## src/hw/cevp_pkg.sv

```systemverilog
// package: constants for the channel event, power and semaphore block
package cevp_pkg;
    localparam int NUM_CH    = 2;
    localparam int NUM_RXBUF = 16;
    localparam int ADDR_W    = 8;
    localparam int DATA_W    = 32;

    // ****************************************************
    // register offsets (byte addresses, channel stride)
    // ****************************************************
    localparam logic [7:0] CH_STRIDE        = 8'h40;
    localparam logic [7:0] OFS_CTRL         = 8'h00;
    localparam logic [7:0] OFS_ERR_STATUS   = 8'h04;
    localparam logic [7:0] OFS_TX_CTRL      = 8'h08;
    localparam logic [7:0] OFS_IRQ_ENABLE   = 8'h0C;
    localparam logic [7:0] OFS_RX_DATA_NEW  = 8'h10;
    localparam logic [7:0] OFS_RX_MEM_UPD   = 8'h14;
    localparam logic [7:0] OFS_CONFIG       = 8'h18;
    localparam logic [7:0] OFS_IRQ_FLAGS    = 8'h1C;

    // ****************************************************
    // control register fields
    // ****************************************************
    localparam int CTRL_INIT     = 0;
    localparam int CTRL_SLEEP    = 1;
    localparam int CTRL_STOPSEL  = 2;
    localparam int CTRL_INITCONF = 3;
    localparam int CTRL_PWR_LSB  = 4;

    // error status fields
    localparam int ES_BUS_OFF_STATE = 0;
    localparam int ES_TX_ERROR_STATUS = 1;
    localparam int ES_RX_ERROR_STATUS = 2;
    localparam int ES_OVER = 3;
    localparam int ES_WAKE = 4;

    // tx control fields
    localparam int TX_REQ0   = 0;
    localparam int TX_REQ1   = 1;
    localparam int TX_ABORT0 = 2;
    localparam int TX_ABORT1 = 3;

    // irq flag fields
    localparam int IF_ERR = 0;
    localparam int IF_RX  = 1;
    localparam int IF_TX0 = 2;
    localparam int IF_TX1 = 3;

    localparam logic [31:0] CONFIG_RESET = 32'h0000_0000;
    localparam int          CONFIG_W     = 32;

    typedef enum logic [3:0] {
        CEVP_PWR_NORMAL = 4'h1,
        CEVP_PWR_SLEEP  = 4'h2,
        CEVP_PWR_STOP   = 4'h4,
        CEVP_PWR_RESYNC = 4'h8
    } cevp_pwr_t;

    // recessive bits needed to resynchronise after wake
    localparam int RESYNC_BITS = 11;
endpackage

```

## src/hw/cevp_sync.sv

```systemverilog
// three-stage synchroniser with agreement filter
module cevp_sync
    import cevp_pkg::*;
#(
    parameter logic RESET_VAL = 1'b1
) (
    input  wire logic i_ref_clk,
    input  wire logic i_srst,
    input  wire logic i_async,
    output logic      o_level
);
    logic s1_q, s2_q, s3_q, lvl_q;
    logic lvl_d;

    always_comb begin
        lvl_d = lvl_q;
        if (s2_q == s3_q) begin
            lvl_d = s3_q;
        end
    end

    always_ff @(posedge i_ref_clk) begin
        if (i_srst) begin
            s1_q  <= RESET_VAL;
            s2_q  <= RESET_VAL;
            s3_q  <= RESET_VAL;
            lvl_q <= RESET_VAL;
        end else begin
            s1_q  <= i_async;
            s2_q  <= s1_q;
            s3_q  <= s2_q;
            lvl_q <= lvl_d;
        end
    end

    assign o_level = lvl_q;
endmodule // cevp_sync

```

## src/hw/cevp_channel.sv

```systemverilog
// per-channel event, power-mode and transmit request logic
module cevp_channel
    import cevp_pkg::*;
(
    input  wire logic                 i_ref_clk,
    input  wire logic                 i_srst,
    input  wire logic                 i_rx_level,
    input  wire logic                 i_bit_tick,
    input  wire logic                 i_bus_idle,
    input  wire logic                 i_clk_restart,
    input  wire logic                 i_init_req,
    input  wire logic                 i_sleep_req,
    input  wire logic                 i_stop_sel,
    input  wire logic                 i_wake_clr,
    input  wire logic [1:0]           i_txreq_set,
    input  wire logic [1:0]           i_txabort_set,
    input  wire logic [1:0]           i_tx_done,
    input  wire logic [3:0]           i_err_state,
    input  wire logic                 i_overrun,
    input  wire logic                 i_rx_stored,
    output logic [1:0]                o_txreq,
    output logic [1:0]                o_txabort,
    output logic [1:0]                o_tx_irq,
    output logic                      o_err_irq,
    output logic                      o_err_pulse,
    output logic                      o_wake,
    output logic                      o_over,
    output cevp_pwr_t                 o_pwr,
    output logic                      o_online
);
    cevp_pwr_t  pwr_q, pwr_d;
    logic [1:0] txreq_q, txreq_d, txab_q, txab_d, txirq_q, txirq_d;
    logic [3:0] errst_q;
    logic       wake_q, wake_d, over_q, over_d, epulse_q, epulse_d;
    logic [4:0] rcnt_q, rcnt_d;
    logic       rx_dom;

    assign rx_dom = !i_rx_level;

    always_comb begin
        pwr_d   = pwr_q;
        wake_d  = wake_q;
        over_d  = over_q;
        rcnt_d  = rcnt_q;
        txreq_d = txreq_q;
        txab_d  = txab_q;
        txirq_d = 2'h0;
        // tx request cleared only here, after success or abort
        for (int b = 0; b < 2; b++) begin
            if (i_txreq_set[b] && !txreq_q[b]) txreq_d[b] = 1'b1;
            if (i_txabort_set[b] && txreq_q[b]) txab_d[b] = 1'b1;
            if (txreq_q[b] && (i_tx_done[b] || txab_q[b])) begin
                txreq_d[b] = 1'b0;
                txab_d[b]  = 1'b0;
                txirq_d[b] = 1'b1;
            end
        end
        if (i_clk_restart || i_overrun) over_d = 1'b1;
        if (i_wake_clr) wake_d = 1'b0;
        unique case (pwr_q)
            CEVP_PWR_NORMAL: begin
                if (i_sleep_req && !i_init_req && !wake_q) begin
                    if (i_bus_idle) begin
                        pwr_d = i_stop_sel ? CEVP_PWR_STOP : CEVP_PWR_SLEEP;
                    end else begin
                        wake_d = 1'b1; // refused, busy bus
                    end
                end
            end
            CEVP_PWR_SLEEP: begin
                if (rx_dom) begin
                    pwr_d  = CEVP_PWR_RESYNC;
                    wake_d = 1'b1;
                end else if (!i_sleep_req) begin
                    pwr_d = CEVP_PWR_NORMAL;
                end
            end
            CEVP_PWR_STOP: begin
                if (!i_sleep_req) pwr_d = CEVP_PWR_NORMAL;
            end
            CEVP_PWR_RESYNC: begin
                if (rx_dom) begin
                    rcnt_d = 5'h00;
                end else if (i_bit_tick) begin
                    rcnt_d = rcnt_q + 5'h01;
                end
                if (rcnt_q == 5'(RESYNC_BITS)) begin
                    pwr_d  = CEVP_PWR_NORMAL;
                    rcnt_d = 5'h00;
                end
            end
            default: pwr_d = CEVP_PWR_NORMAL;
        endcase
        // error event on status changes or rising overrun/wake
        epulse_d = (i_err_state != errst_q) || (over_d && !over_q) ||
                   (wake_d && !wake_q);
    end

    always_ff @(posedge i_ref_clk) begin
        if (i_srst) begin
            pwr_q    <= CEVP_PWR_NORMAL;
            wake_q   <= 1'b0;
            over_q   <= 1'b0;
            rcnt_q   <= 5'h00;
            txreq_q  <= 2'h0;
            txab_q   <= 2'h0;
            txirq_q  <= 2'h0;
            errst_q  <= 4'h0;
            epulse_q <= 1'b0;
        end else begin
            pwr_q    <= pwr_d;
            wake_q   <= wake_d;
            over_q   <= over_d;
            rcnt_q   <= rcnt_d;
            txreq_q  <= txreq_d;
            txab_q   <= txab_d;
            txirq_q  <= txirq_d;
            errst_q  <= i_err_state;
            epulse_q <= epulse_d;
        end
    end

    assign o_txreq     = txreq_q;
    assign o_txabort   = txab_q;
    assign o_tx_irq    = txirq_q;
    assign o_err_pulse = epulse_q;
    assign o_err_irq   = wake_q | epulse_q;
    assign o_wake      = wake_q;
    assign o_over      = over_q;
    assign o_pwr       = pwr_q;
    assign o_online    = (pwr_q == CEVP_PWR_NORMAL) && !i_init_req;
endmodule // cevp_channel

```

## src/hw/cevp_top.sv

```systemverilog
// top: two-channel event, power and receive-semaphore block with register port
// Summary of operation
// - each channel has error, receive and two transmit interrupt outputs
// - transmit interrupt n fires when buffer n request bit clears
// - request clears after success or abort and frees the buffer
// - only the block clears requests; software sets abort instead
// - receive interrupt needs valid frame, match, stored data, buffer enable
// - receive interrupt may lag up to seventh bit of next frame
// - error interrupt on bus-off, tx/rx status change, first overrun after reset, wake
// - wake holds the interrupt high until software clears wake
// - after clock supply returns the block flags overrun
// - sleep request refused on a busy bus by setting the wake flag; a grant shows only in the power mode
// - sleep left on bus activity, detected through the clocked synchroniser
// - after wake the block resynchronises to the bus
// - stop mode uses the sleep handshake with wake answer
// - stop left only by software clearing the sleep request
// - configuration writes blocked once init request is cleared
// - storing sets data-new and memory-update, clears update when stable
// - mask setting readable always, writable only in confirmed init
//
// The implementer's own choices: the placing of the registers and the plain strobed port.
module cevp_top
    import cevp_pkg::*;
(
    input  wire logic                       i_ref_clk,
    input  wire logic                       i_srst,
    input  wire logic [ADDR_W-1:0]          i_addr,
    input  wire logic [DATA_W-1:0]          i_wdata,
    input  wire logic                       i_wr,
    input  wire logic                       i_rd,
    output logic      [DATA_W-1:0]          o_rdata,
    input  wire logic [NUM_CH-1:0]          i_can_rx,
    input  wire logic [NUM_CH-1:0]          i_bit_tick,
    input  wire logic [NUM_CH-1:0]          i_bus_idle,
    input  wire logic [NUM_CH-1:0]          i_clk_restart,
    input  wire logic [NUM_CH-1:0]          i_init_active,
    input  wire logic [NUM_CH*2-1:0]        i_tx_done,
    input  wire logic [NUM_CH*4-1:0]        i_err_state,
    input  wire logic [NUM_CH-1:0]          i_overrun,
    input  wire logic [NUM_CH-1:0]          i_frame_valid,
    input  wire logic [NUM_CH-1:0]          i_id_match,
    input  wire logic [NUM_CH*4-1:0]        i_match_buf,
    input  wire logic [NUM_CH-1:0]          i_store_start,
    input  wire logic [NUM_CH-1:0]          i_store_done,
    output logic      [NUM_CH-1:0]          o_err_irq,
    output logic      [NUM_CH-1:0]          o_rx_irq,
    output logic      [NUM_CH-1:0]          o_tx0_irq,
    output logic      [NUM_CH-1:0]          o_tx1_irq,
    output logic      [NUM_CH*2-1:0]        o_tx_request,
    output logic      [NUM_CH-1:0]          o_online,
    output logic      [NUM_CH*CONFIG_W-1:0] o_config
);
    // ****************************************************
    // address decode
    // ****************************************************
    function automatic logic hit(input logic [ADDR_W-1:0] a, input int ch,
                                 input logic [7:0] ofs);
        hit = (a == ADDR_W'(ch * CH_STRIDE + ofs));
    endfunction

    logic [DATA_W-1:0] rdata_q, rdata_d;
    logic [NUM_CH-1:0] init_q, init_d, sleep_q, sleep_d, stop_q, stop_d;
    logic [15:0]       ien_q [NUM_CH], ien_d [NUM_CH];
    logic [15:0]       dn_q  [NUM_CH], dn_d  [NUM_CH];
    logic [15:0]       muc_q [NUM_CH], muc_d [NUM_CH];
    logic [CONFIG_W-1:0] cfg_q [NUM_CH], cfg_d [NUM_CH];
    logic [NUM_CH-1:0] rxirq_q, rxirq_d;
    logic [NUM_CH-1:0] storing_q, storing_d;
    logic [3:0]        sbuf_q [NUM_CH], sbuf_d [NUM_CH];
    logic [NUM_CH-1:0] rx_lvl, wake_clr, wake, over;
    logic [1:0]        txreq_set [NUM_CH], txab_set [NUM_CH], txreq [NUM_CH];
    logic [1:0]        txab [NUM_CH], txirq [NUM_CH];
    logic [NUM_CH-1:0] err_pulse;
    cevp_pwr_t         pwr [NUM_CH];

    // ****************************************************
    // channel instances
    // ****************************************************
    for (genvar c = 0; c < NUM_CH; c++) begin : g_ch
        cevp_sync #(.RESET_VAL(1'b1)) u_sync (
            .i_ref_clk (i_ref_clk),
            .i_srst    (i_srst),
            .i_async   (i_can_rx[c]),
            .o_level   (rx_lvl[c])
        );

        assign wake_clr[c]  = i_wr && hit(i_addr, c, OFS_ERR_STATUS) && i_wdata[ES_WAKE];
        assign txreq_set[c] = (i_wr && hit(i_addr, c, OFS_TX_CTRL)) ?
                              i_wdata[TX_REQ1:TX_REQ0] : 2'h0;
        assign txab_set[c]  = (i_wr && hit(i_addr, c, OFS_TX_CTRL)) ?
                              i_wdata[TX_ABORT1:TX_ABORT0] : 2'h0;

        cevp_channel u_chan (
            .i_ref_clk     (i_ref_clk),
            .i_srst        (i_srst),
            .i_rx_level    (rx_lvl[c]),
            .i_bit_tick    (i_bit_tick[c]),
            .i_bus_idle    (i_bus_idle[c]),
            .i_clk_restart (i_clk_restart[c]),
            .i_init_req    (init_q[c]),
            .i_sleep_req   (sleep_q[c]),
            .i_stop_sel    (stop_q[c]),
            .i_wake_clr    (wake_clr[c]),
            .i_txreq_set   (txreq_set[c]),
            .i_txabort_set (txab_set[c]),
            .i_tx_done     (i_tx_done[c*2 +: 2]),
            .i_err_state   (i_err_state[c*4 +: 4]),
            .i_overrun     (i_overrun[c]),
            .i_rx_stored   (i_store_done[c]),
            .o_txreq       (txreq[c]),
            .o_txabort     (txab[c]),
            .o_tx_irq      (txirq[c]),
            .o_err_irq     (o_err_irq[c]),
            .o_err_pulse   (err_pulse[c]),
            .o_wake        (wake[c]),
            .o_over        (over[c]),
            .o_pwr         (pwr[c]),
            .o_online      (o_online[c])
        );

        assign o_tx0_irq[c]           = txirq[c][0];
        assign o_tx1_irq[c]           = txirq[c][1];
        assign o_rx_irq[c]            = rxirq_q[c];
        assign o_tx_request[c*2 +: 2] = txreq[c];
        assign o_config[c*CONFIG_W +: CONFIG_W] = cfg_q[c];
    end

    // ****************************************************
    // control, semaphores and receive interrupt
    // ****************************************************
    always_comb begin
        init_d    = init_q;
        sleep_d   = sleep_q;
        stop_d    = stop_q;
        rxirq_d   = '0;
        storing_d = storing_q;
        for (int c = 0; c < NUM_CH; c++) begin
            ien_d[c]  = ien_q[c];
            dn_d[c]   = dn_q[c];
            muc_d[c]  = muc_q[c];
            cfg_d[c]  = cfg_q[c];
            sbuf_d[c] = sbuf_q[c];
            if (i_wr && hit(i_addr, c, OFS_CTRL)) begin
                init_d[c]  = i_wdata[CTRL_INIT];
                sleep_d[c] = i_wdata[CTRL_SLEEP];
                stop_d[c]  = i_wdata[CTRL_STOPSEL];
            end
            if (i_wr && hit(i_addr, c, OFS_IRQ_ENABLE)) ien_d[c] = i_wdata[15:0];
            // config locked unless init requested and confirmed
            if (i_wr && hit(i_addr, c, OFS_CONFIG) && init_q[c] && i_init_active[c]) begin
                cfg_d[c] = i_wdata[CONFIG_W-1:0];
            end
            // software clear of data-new also clears memory-update
            if (i_wr && hit(i_addr, c, OFS_RX_DATA_NEW)) begin
                dn_d[c]  = dn_q[c] & ~i_wdata[15:0];
                muc_d[c] = muc_q[c] & ~i_wdata[15:0];
            end
            if (i_store_start[c] && i_frame_valid[c] && i_id_match[c]) begin
                storing_d[c]            = 1'b1;
                sbuf_d[c]               = i_match_buf[c*4 +: 4];
                dn_d[c][sbuf_d[c]]      = 1'b1;
                muc_d[c][sbuf_d[c]]     = 1'b1;
            end else if (storing_q[c]) begin
                muc_d[c][sbuf_q[c]] = 1'b1; // set wins over clear
                if (i_store_done[c]) begin
                    storing_d[c]        = 1'b0;
                    muc_d[c][sbuf_q[c]] = 1'b0;
                    rxirq_d[c]          = ien_q[c][sbuf_q[c]];
                end
            end
        end
        rdata_d = '0;
        if (i_rd) begin
            for (int c = 0; c < NUM_CH; c++) begin
                if (hit(i_addr, c, OFS_CTRL)) begin
                    rdata_d = {24'h0, 4'(pwr[c]), i_init_active[c] & init_q[c],
                               stop_q[c], sleep_q[c], init_q[c]};
                end
                if (hit(i_addr, c, OFS_ERR_STATUS)) begin
                    rdata_d = {27'h0, wake[c], over[c], i_err_state[c*4+2 -: 3]};
                end
                if (hit(i_addr, c, OFS_TX_CTRL)) rdata_d = {28'h0, txab[c], txreq[c]};
                if (hit(i_addr, c, OFS_IRQ_ENABLE)) rdata_d = {16'h0, ien_q[c]};
                if (hit(i_addr, c, OFS_RX_DATA_NEW)) rdata_d = {16'h0, dn_q[c]};
                if (hit(i_addr, c, OFS_RX_MEM_UPD)) rdata_d = {16'h0, muc_q[c]};
                if (hit(i_addr, c, OFS_CONFIG)) rdata_d = cfg_q[c];
                if (hit(i_addr, c, OFS_IRQ_FLAGS)) begin
                    rdata_d = {28'h0, txirq[c], rxirq_q[c], err_pulse[c] | wake[c]};
                end
            end
        end
    end

    always_ff @(posedge i_ref_clk) begin
        if (i_srst) begin
            init_d_reset: begin
                init_q    <= '1;
                sleep_q   <= '0;
                stop_q    <= '0;
                rxirq_q   <= '0;
                storing_q <= '0;
                rdata_q   <= '0;
                for (int c = 0; c < NUM_CH; c++) begin
                    ien_q[c]  <= 16'h0000;
                    dn_q[c]   <= 16'h0000;
                    muc_q[c]  <= 16'h0000;
                    cfg_q[c]  <= CONFIG_RESET;
                    sbuf_q[c] <= 4'h0;
                end
            end
        end else begin
            init_q    <= init_d;
            sleep_q   <= sleep_d;
            stop_q    <= stop_d;
            rxirq_q   <= rxirq_d;
            storing_q <= storing_d;
            rdata_q   <= rdata_d;
            for (int c = 0; c < NUM_CH; c++) begin
                ien_q[c]  <= ien_d[c];
                dn_q[c]   <= dn_d[c];
                muc_q[c]  <= muc_d[c];
                cfg_q[c]  <= cfg_d[c];
                sbuf_q[c] <= sbuf_d[c];
            end
        end
    end

    assign o_rdata = rdata_q;
endmodule // cevp_top

```

## config.mk

```make
export PLATFORM = sky130hd
export DESIGN_NAME = cevp_top
export DESIGN_NICKNAME = d
export VERILOG_FILES = /design/src/hw/cevp_pkg.sv /design/src/hw/cevp_sync.sv /design/src/hw/cevp_channel.sv /design/src/hw/cevp_top.sv
export SDC_FILE = /design/constraint.sdc
export NUM_CORES = 1
export LEC_CHECK = 0
export BUFFER_PORTS_ARGS = -buffer_cell sky130_fd_sc_hd__buf_2
export CAP_MARGIN = 20
export CELL_PAD_IN_SITES_DETAIL_PLACEMENT = 0
export CELL_PAD_IN_SITES_GLOBAL_PLACEMENT = 2
export CORE_ASPECT_RATIO = 1.2
export CORE_MARGIN = 3
export CORE_UTILIZATION = 34
export CTS_BUF_LIST = sky130_fd_sc_hd__clkbuf_8
export CTS_CLUSTER_SIZE = 28
export DETAILED_ROUTE_END_ITERATION = 12
export PLACE_DENSITY = 0.81
export SYNTH_ARGS = -nofsm -noshare
export SYNTH_HDL_FRONTEND = slang
export SYNTH_SLANG_ARGS = --single-unit
export TNS_END_PERCENT = 50
```

## constraint.sdc

```tcl
create_clock -name i_ref_clk -period 2.7 [get_ports i_ref_clk]
set_clock_uncertainty 0.1 [all_clocks]
set_input_delay 0.27 -clock i_ref_clk [delete_from_list [all_inputs] [get_ports i_ref_clk]]
set_output_delay 0.27 -clock i_ref_clk [all_outputs]
set_load 0.005 [all_outputs]
```

==> run metrics, run 1 <==
status=finished clean; CP arrival=2.80 ns; share of the synthesized area in the top cell type=0.441; Compound-Gate Fraction of Synth Area=0.221; Final setup viols=0; FF/Latch Area=5250 um2; largest cells by area after synthesis=dfxtp_1, nand2_1, a21oi_1, nor2_1, a22oi_1; r2r setup slk=0.27 ns; met1 GRT Util=0.305; Root Buffer=clkbuf_8; DIE WIDTH=177 um; clock sink total=262; mux contribution to synthesized area=0.0320; register area share after synthesis=0.441; crit path kind=reg2reg; headroom to the max-slew limit=0.469; Worst R2R Path Depth=6; GRT Total Usage=0.245; grt total ovfl=0; Top FF cell, synth=dfxtp_1; Layout fillers=3514; Cell Pwr Density=551 nW/um2; Initial Util=0.347; number of global-route vias before repair=11927; YS warnings=0; CTS tree=built; # rows=74; Yosys cell types=74; gr busiest metal=met2; wire per inst=20.8 um; EDFF count, synth=0; antenna violations before repair=0; total of max-cap violations=0; Hold Path Class=in2reg; Post-Synth XOR/XNOR Area=0.0111; Core Util, Final=0.439; via count=12113; antenna-violating nets left=0; largest net degree at the start of global routing=83; WL final=46600 um; count leader, synth=nand2_1; adder-cell share of the synthesized area=0.00211; via-per-instance ratio=5.41; syn_nets=1582; DR pass1 iterations=5; CTS clk-pin slew, worst paths=0.06 ns; Post-Synth Simple-Gate Area=0.248; CP endpoint=o_rdata[7]; met3 Track Usage GR=0.0493; htree depth=2; Final Hold Viols=0; Setup crit start kind=flip-flop; Syn Inst Count=1496; top post-synthesis cells by count=nand2_1, dfxtp_1, a21oi_1; Clock Tree Buf Depth=3; share of cells above drive strength 1=0.204; Buffers on Ports=193; Critical Path End Type=flip-flop; Clock Latency Late Sink=0.58 ns; max-slew violation count=0; RSZ-0062 raised after global routing=false; Post-synth ARST share=0; Least-Margin Pin Slew=0.776 ns; total negative setup slack=0 ns; HPWL Detailed=33500 um; first-pass GRT wire length=71100 um; DRC=0; Placed Cells=2088; CP max FO=2; WHS=0.0410 ns; total CTS buffers=47; # diodes=0; min Tclk post-route=2.43 ns; worst endpoint required time=3.08 ns; Post-Syn Area=11900 um2; Max IR drop VDD=0.315 mV; Mapped Avg Cell Area=7.94 um2; final worst-path cycle share=0.898; Leak=0.00566 uW; top-level port count=194; r2r endpoint=o_rdata[7]; Final GP Congestion=0.941; largest family of logic cells by synthesized area=simple AND/OR/NAND/NOR gates; fmax=412 MHz; grt met2 use=0.408; Yosys reg bits=262; Post-CTS Setup Inserts=0; reg2reg start=g_ch[0].u_chan.o_pwr[3]; largest area contributor in the netlist=dfxtp_1; die height=211 um; Iter 0 DRT Violations=913; Nets=1829; Synth-to-Final Area Change=26.5%; area of the multi-input gates=6110 um2; final cell count without fillers=2237; Worst Setup SP=g_ch[0].u_chan.o_pwr[3]; core outline area=34300 um2; die area=37200 um2
## logic make-up (layout without fill, tap and decap cells)
family	Yosys count	count (layout)
compound gates	424	424
xor+xnor	15	15
fa+ha+maj	2	2
buf+inv	125	410
flops	262	262
mux	25	25
simple gates	643	643
## per-layer routing
| layer | part of all wire | up-vias |
|---|---|---|
| met5 | 0 | - |
| met4 | 0.047 | 0 |
| met3 | 0.064 | 118 |
| met2 | 0.47 | 457 |
| met1 | 0.42 | 5743 |
| li1 | - | 5795 |
## metrics by stage
step	total power [uW]	cell area [um2]	setup WS [ns]
floorplan	4240	11900	0.626
CTS	8400	15000	0.311
finish	8280	15000	0.274
detailed placement	4490	13500	0.174
global route	8630	15000	0.121
global placement	4490	13500	0.0457
## where the power goes
part | total [uW] | leakage [uW] | switching [uW] | internal, uW
registers | 3930 | 0.00212 | 31.9 | 3900
logic | 551 | 0.00298 | 340 | 212
clock network | 3800 | 0.000561 | 1720 | 2080
total | 8280 | 0.00566 | 2090 | 6190
## worst min-delay path by stage
stage                              from             endpoint  slack [ns]  cells past startpoint
detailed placement  g_ch[0].u_sync.s1_q  g_ch[0].u_sync.s2_q        0.30                      1
CTS                                i_rd           o_rdata[3]       0.004                      5
floorplan                   i_can_rx[0]  g_ch[0].u_sync.s1_q        0.27                      1
finish                             i_rd           o_rdata[3]        0.04                      5
global placement    g_ch[1].u_sync.s1_q  g_ch[1].u_sync.s2_q        0.30                      1
global route                 i_wdata[2]          ien_q[0][2]        0.02                      3
## cells in the final DEF (no fill, tap or decap), types with 8 or more instances in the layout
master,netlist,final
a22o_1,12,12
nand4_1,8,8
nor2b_1,19,19
xor2_1,8,8
a21oi_1,205,205
clkbuf_8,0,56
o21ai_0,36,36
inv_1,10,27
nand3b_1,12,12
nor2_1,136,135
nor3_1,26,26
nand2b_1,17,17
a22oi_1,45,45
a221oi_1,16,16
mux2i_1,11,11
dlygate4sd3_1,0,62
buf_4,8,50
nand3_1,31,31
clkinv_2,0,9
mux4_2,10,10
o211ai_1,27,27
a31oi_1,27,27
o22ai_1,8,8
or2_2,16,16
nor4_1,11,11
nand2_1,313,313
dfxtp_1,262,262
buf_2,20,192
## state kept, by name, indices dropped and copies added (netlist names), 4 cells and up
register,count
g_ch.u_chan.o_txabort,4
ien_q,32
sbuf_q,8
g_ch.u_chan.o_pwr,8
g_ch.u_chan.errst_q,8
g_ch.u_chan.o_txreq,4
dn_q,32
g_ch.u_chan.rcnt_q,10
cfg_q,64
g_ch.u_chan.o_tx_irq,4
o_rdata,32
muc_q,32
## worst max-delay path, stage by stage (launching register included)
cell and delay, ns:
dfxtp_1 0.34, or3b_2 0.44, a2111oi_0 0.74, a21oi_1 0.09
o21ai_0 0.13, o21ai_0 0.21, a21oi_1 0.28
## area by class of cell
| class | instances | share of cell area |
|---|---|---|
| Inverter | 11 | 0.00275 |
| Multi-Input combinational cell | 1109 | 0.406 |
| Tap cell | 456 | 0.0379 |
| Clock buffer | 56 | 0.0512 |
| Clock inverter | 31 | 0.0128 |
| Timing Repair Buffer | 312 | 0.140 |
| Sequential cell | 262 | 0.349 |
## timing repair
action | in CTS | in global routing
hold buffers | 62 | 0
resized for setup | 0 | 0
endpoints found under the hold margin | 154 | 0
Power figures use the tool's default switching activity.
==> run 2: changes to the inputs <==
- CAP_MARGIN: 20 -> not set
- CELL_PAD_IN_SITES_DETAIL_PLACEMENT: 0 -> not set
- CELL_PAD_IN_SITES_GLOBAL_PLACEMENT: 2 -> not set
- CORE_UTILIZATION: 34 -> 35
- PLACE_DENSITY: 0.81 -> 0.53
==> run metrics, run 2 (synthesis gave the netlist of run 1 again) <==
HPWL Detailed=31600 um; clock sink total=262; Final Hold Viols=0; share of cells above drive strength 1=0.204; die area=36200 um2; Iter 0 DRT Violations=1067; CP Cell Sequence=mux4_2 > mux4_2 > nor4b_1; Initial Util=0.357; min Tclk post-route=2.28 ns; Synth-to-Final Area Change=26.6%; fmax=439 MHz; top-level port count=194; via count=12176; post-route cell area=15000 um2; total CTS buffers=45; die height=208 um; number of global-route vias before repair=11920; crit-path max cell delay=0.71 ns; GRT Total Usage=0.242; Setup crit start kind=flip-flop; Final GP Congestion=0.909; # rows=73; htree depth=2; CTS clk-pin slew, worst paths=0.06 ns; Clock Latency Late Sink=0.58 ns; grt total ovfl=0; Nets=1822; Max IR drop VDD=0.268 mV; antenna-violating nets left=0; antenna violations before repair=0; WL final=45200 um; CTS tree=built; total negative setup slack=0 ns; DIE WIDTH=174 um; Critical Path End Type=flip-flop; hold_sp=i_wdata[1]; r2r setup slk=0.42 ns; CP max FO=9; WHS=0.0329 ns; Buffers on Ports=193; commonest non-fill, non-tap cells in the layout=nand2_1, dfxtp_1, a21oi_1; Leak=0.00562 uW; Area after DPL=13400 um2; # diodes=0; max-slew violation count=0; most common cell after layout, fill and taps aside=nand2_1; Clock Tree Buf Depth=3; Root Buffer=clkbuf_8; Post-CTS Setup Inserts=0; DR pass1 iterations=6; largest register by flop count=cfg_q; status=finished clean; final worst-path cycle share=0.844; core outline area=33300 um2; Least-Margin Pin Slew=0.738 ns; total of max-cap violations=0; headroom to the max-slew limit=0.495; Core Util, Final=0.451; Hold Path Class=in2reg; worst endpoint required time=3.01 ns; crit path kind=reg2reg; wire per inst=20.4 um; RSZ-0062 raised after global routing=false; CP arrival=2.59 ns; via-per-instance ratio=5.49; Final setup viols=0; DRC=0; Worst Setup SP=sbuf_q[0][0]; Final Power=8440 uW; largest net degree at the start of global routing=160; Cell Pwr Density=561 nW/um2; first-pass GRT wire length=69900 um; most used cell, CP=mux4_2; Largest register FFs=64; CP max-delay cell=dfxtp_1; reg2reg start=sbuf_q[0][0]
run 2: changes by cell type in the layout (fill, tap and decap cells not counted), sizes merged:
cell,before,now
inv,28,18
clkbuf,56,60
clkinv,10,8
clkinvlp,2,1
dlygate4sd3,62,64
bufinv,2,3
buf,250,243
run 2: final timing paths:
path	end	cells after the start
worst max-delay path	o_rx_irq[0]	3
worst min-delay path	cfg_q[0][33]	3
worst min register to register	g_ch[1].u_sync.s2_q	1
worst max register to register	o_rx_irq[0]	3
run 2: worst max-delay path, delay by kind of cell (launching register included):
family | cells | cell delay (ns)
mux | 2 | 1.12
simple gates | 1 | 0.18
flops | 1 | 0.71
run 2: where the power goes:
group / total [uW] / internal (uW) / switching [uW]
Combinational: 549 / 212 / 337
Sequential: 3930 / 3900 / 30.7
Clock: 3970 / 2280 / 1690
Total: 8440 / 6390 / 2060
run 2: final cells by class:
| class | count | area, um2 |
|---|---|---|
| clock buffer | 60 | 826 |
| timing repair buffer | 307 | 2090 |
| multi-input combinational | 1109 | 6110 |
| clock inverter | 19 | 173 |
| tap | 450 | 563 |
| inverter | 11 | 41.3 |
| sequential | 262 | 5250 |
| fill | 3365 | 18300 |
run 2: through the flow:
stage / std cells / setup slack, ns
final: 2218 / 0.422
after global routing: 2218 / 0.351
after CTS: 2218 / 0.442
after detailed placement: 2075 / 0.183
after global placement: 2075 / 0.161
after floorplan: 1496 / 0.626
run 2: repair_timing:
action                    in CTS  in global routing
hold buffers                  64                  0
hold endpoints to repair     149                  0
gates resized for setup        0                  0
run 2: per-layer routing:
metal	GRT usage	part of all wire
met1	0.317	0.43
met2	0.406	0.48
met3	0.0388	0.063
met4	0.0824	0.033
met5	0	0
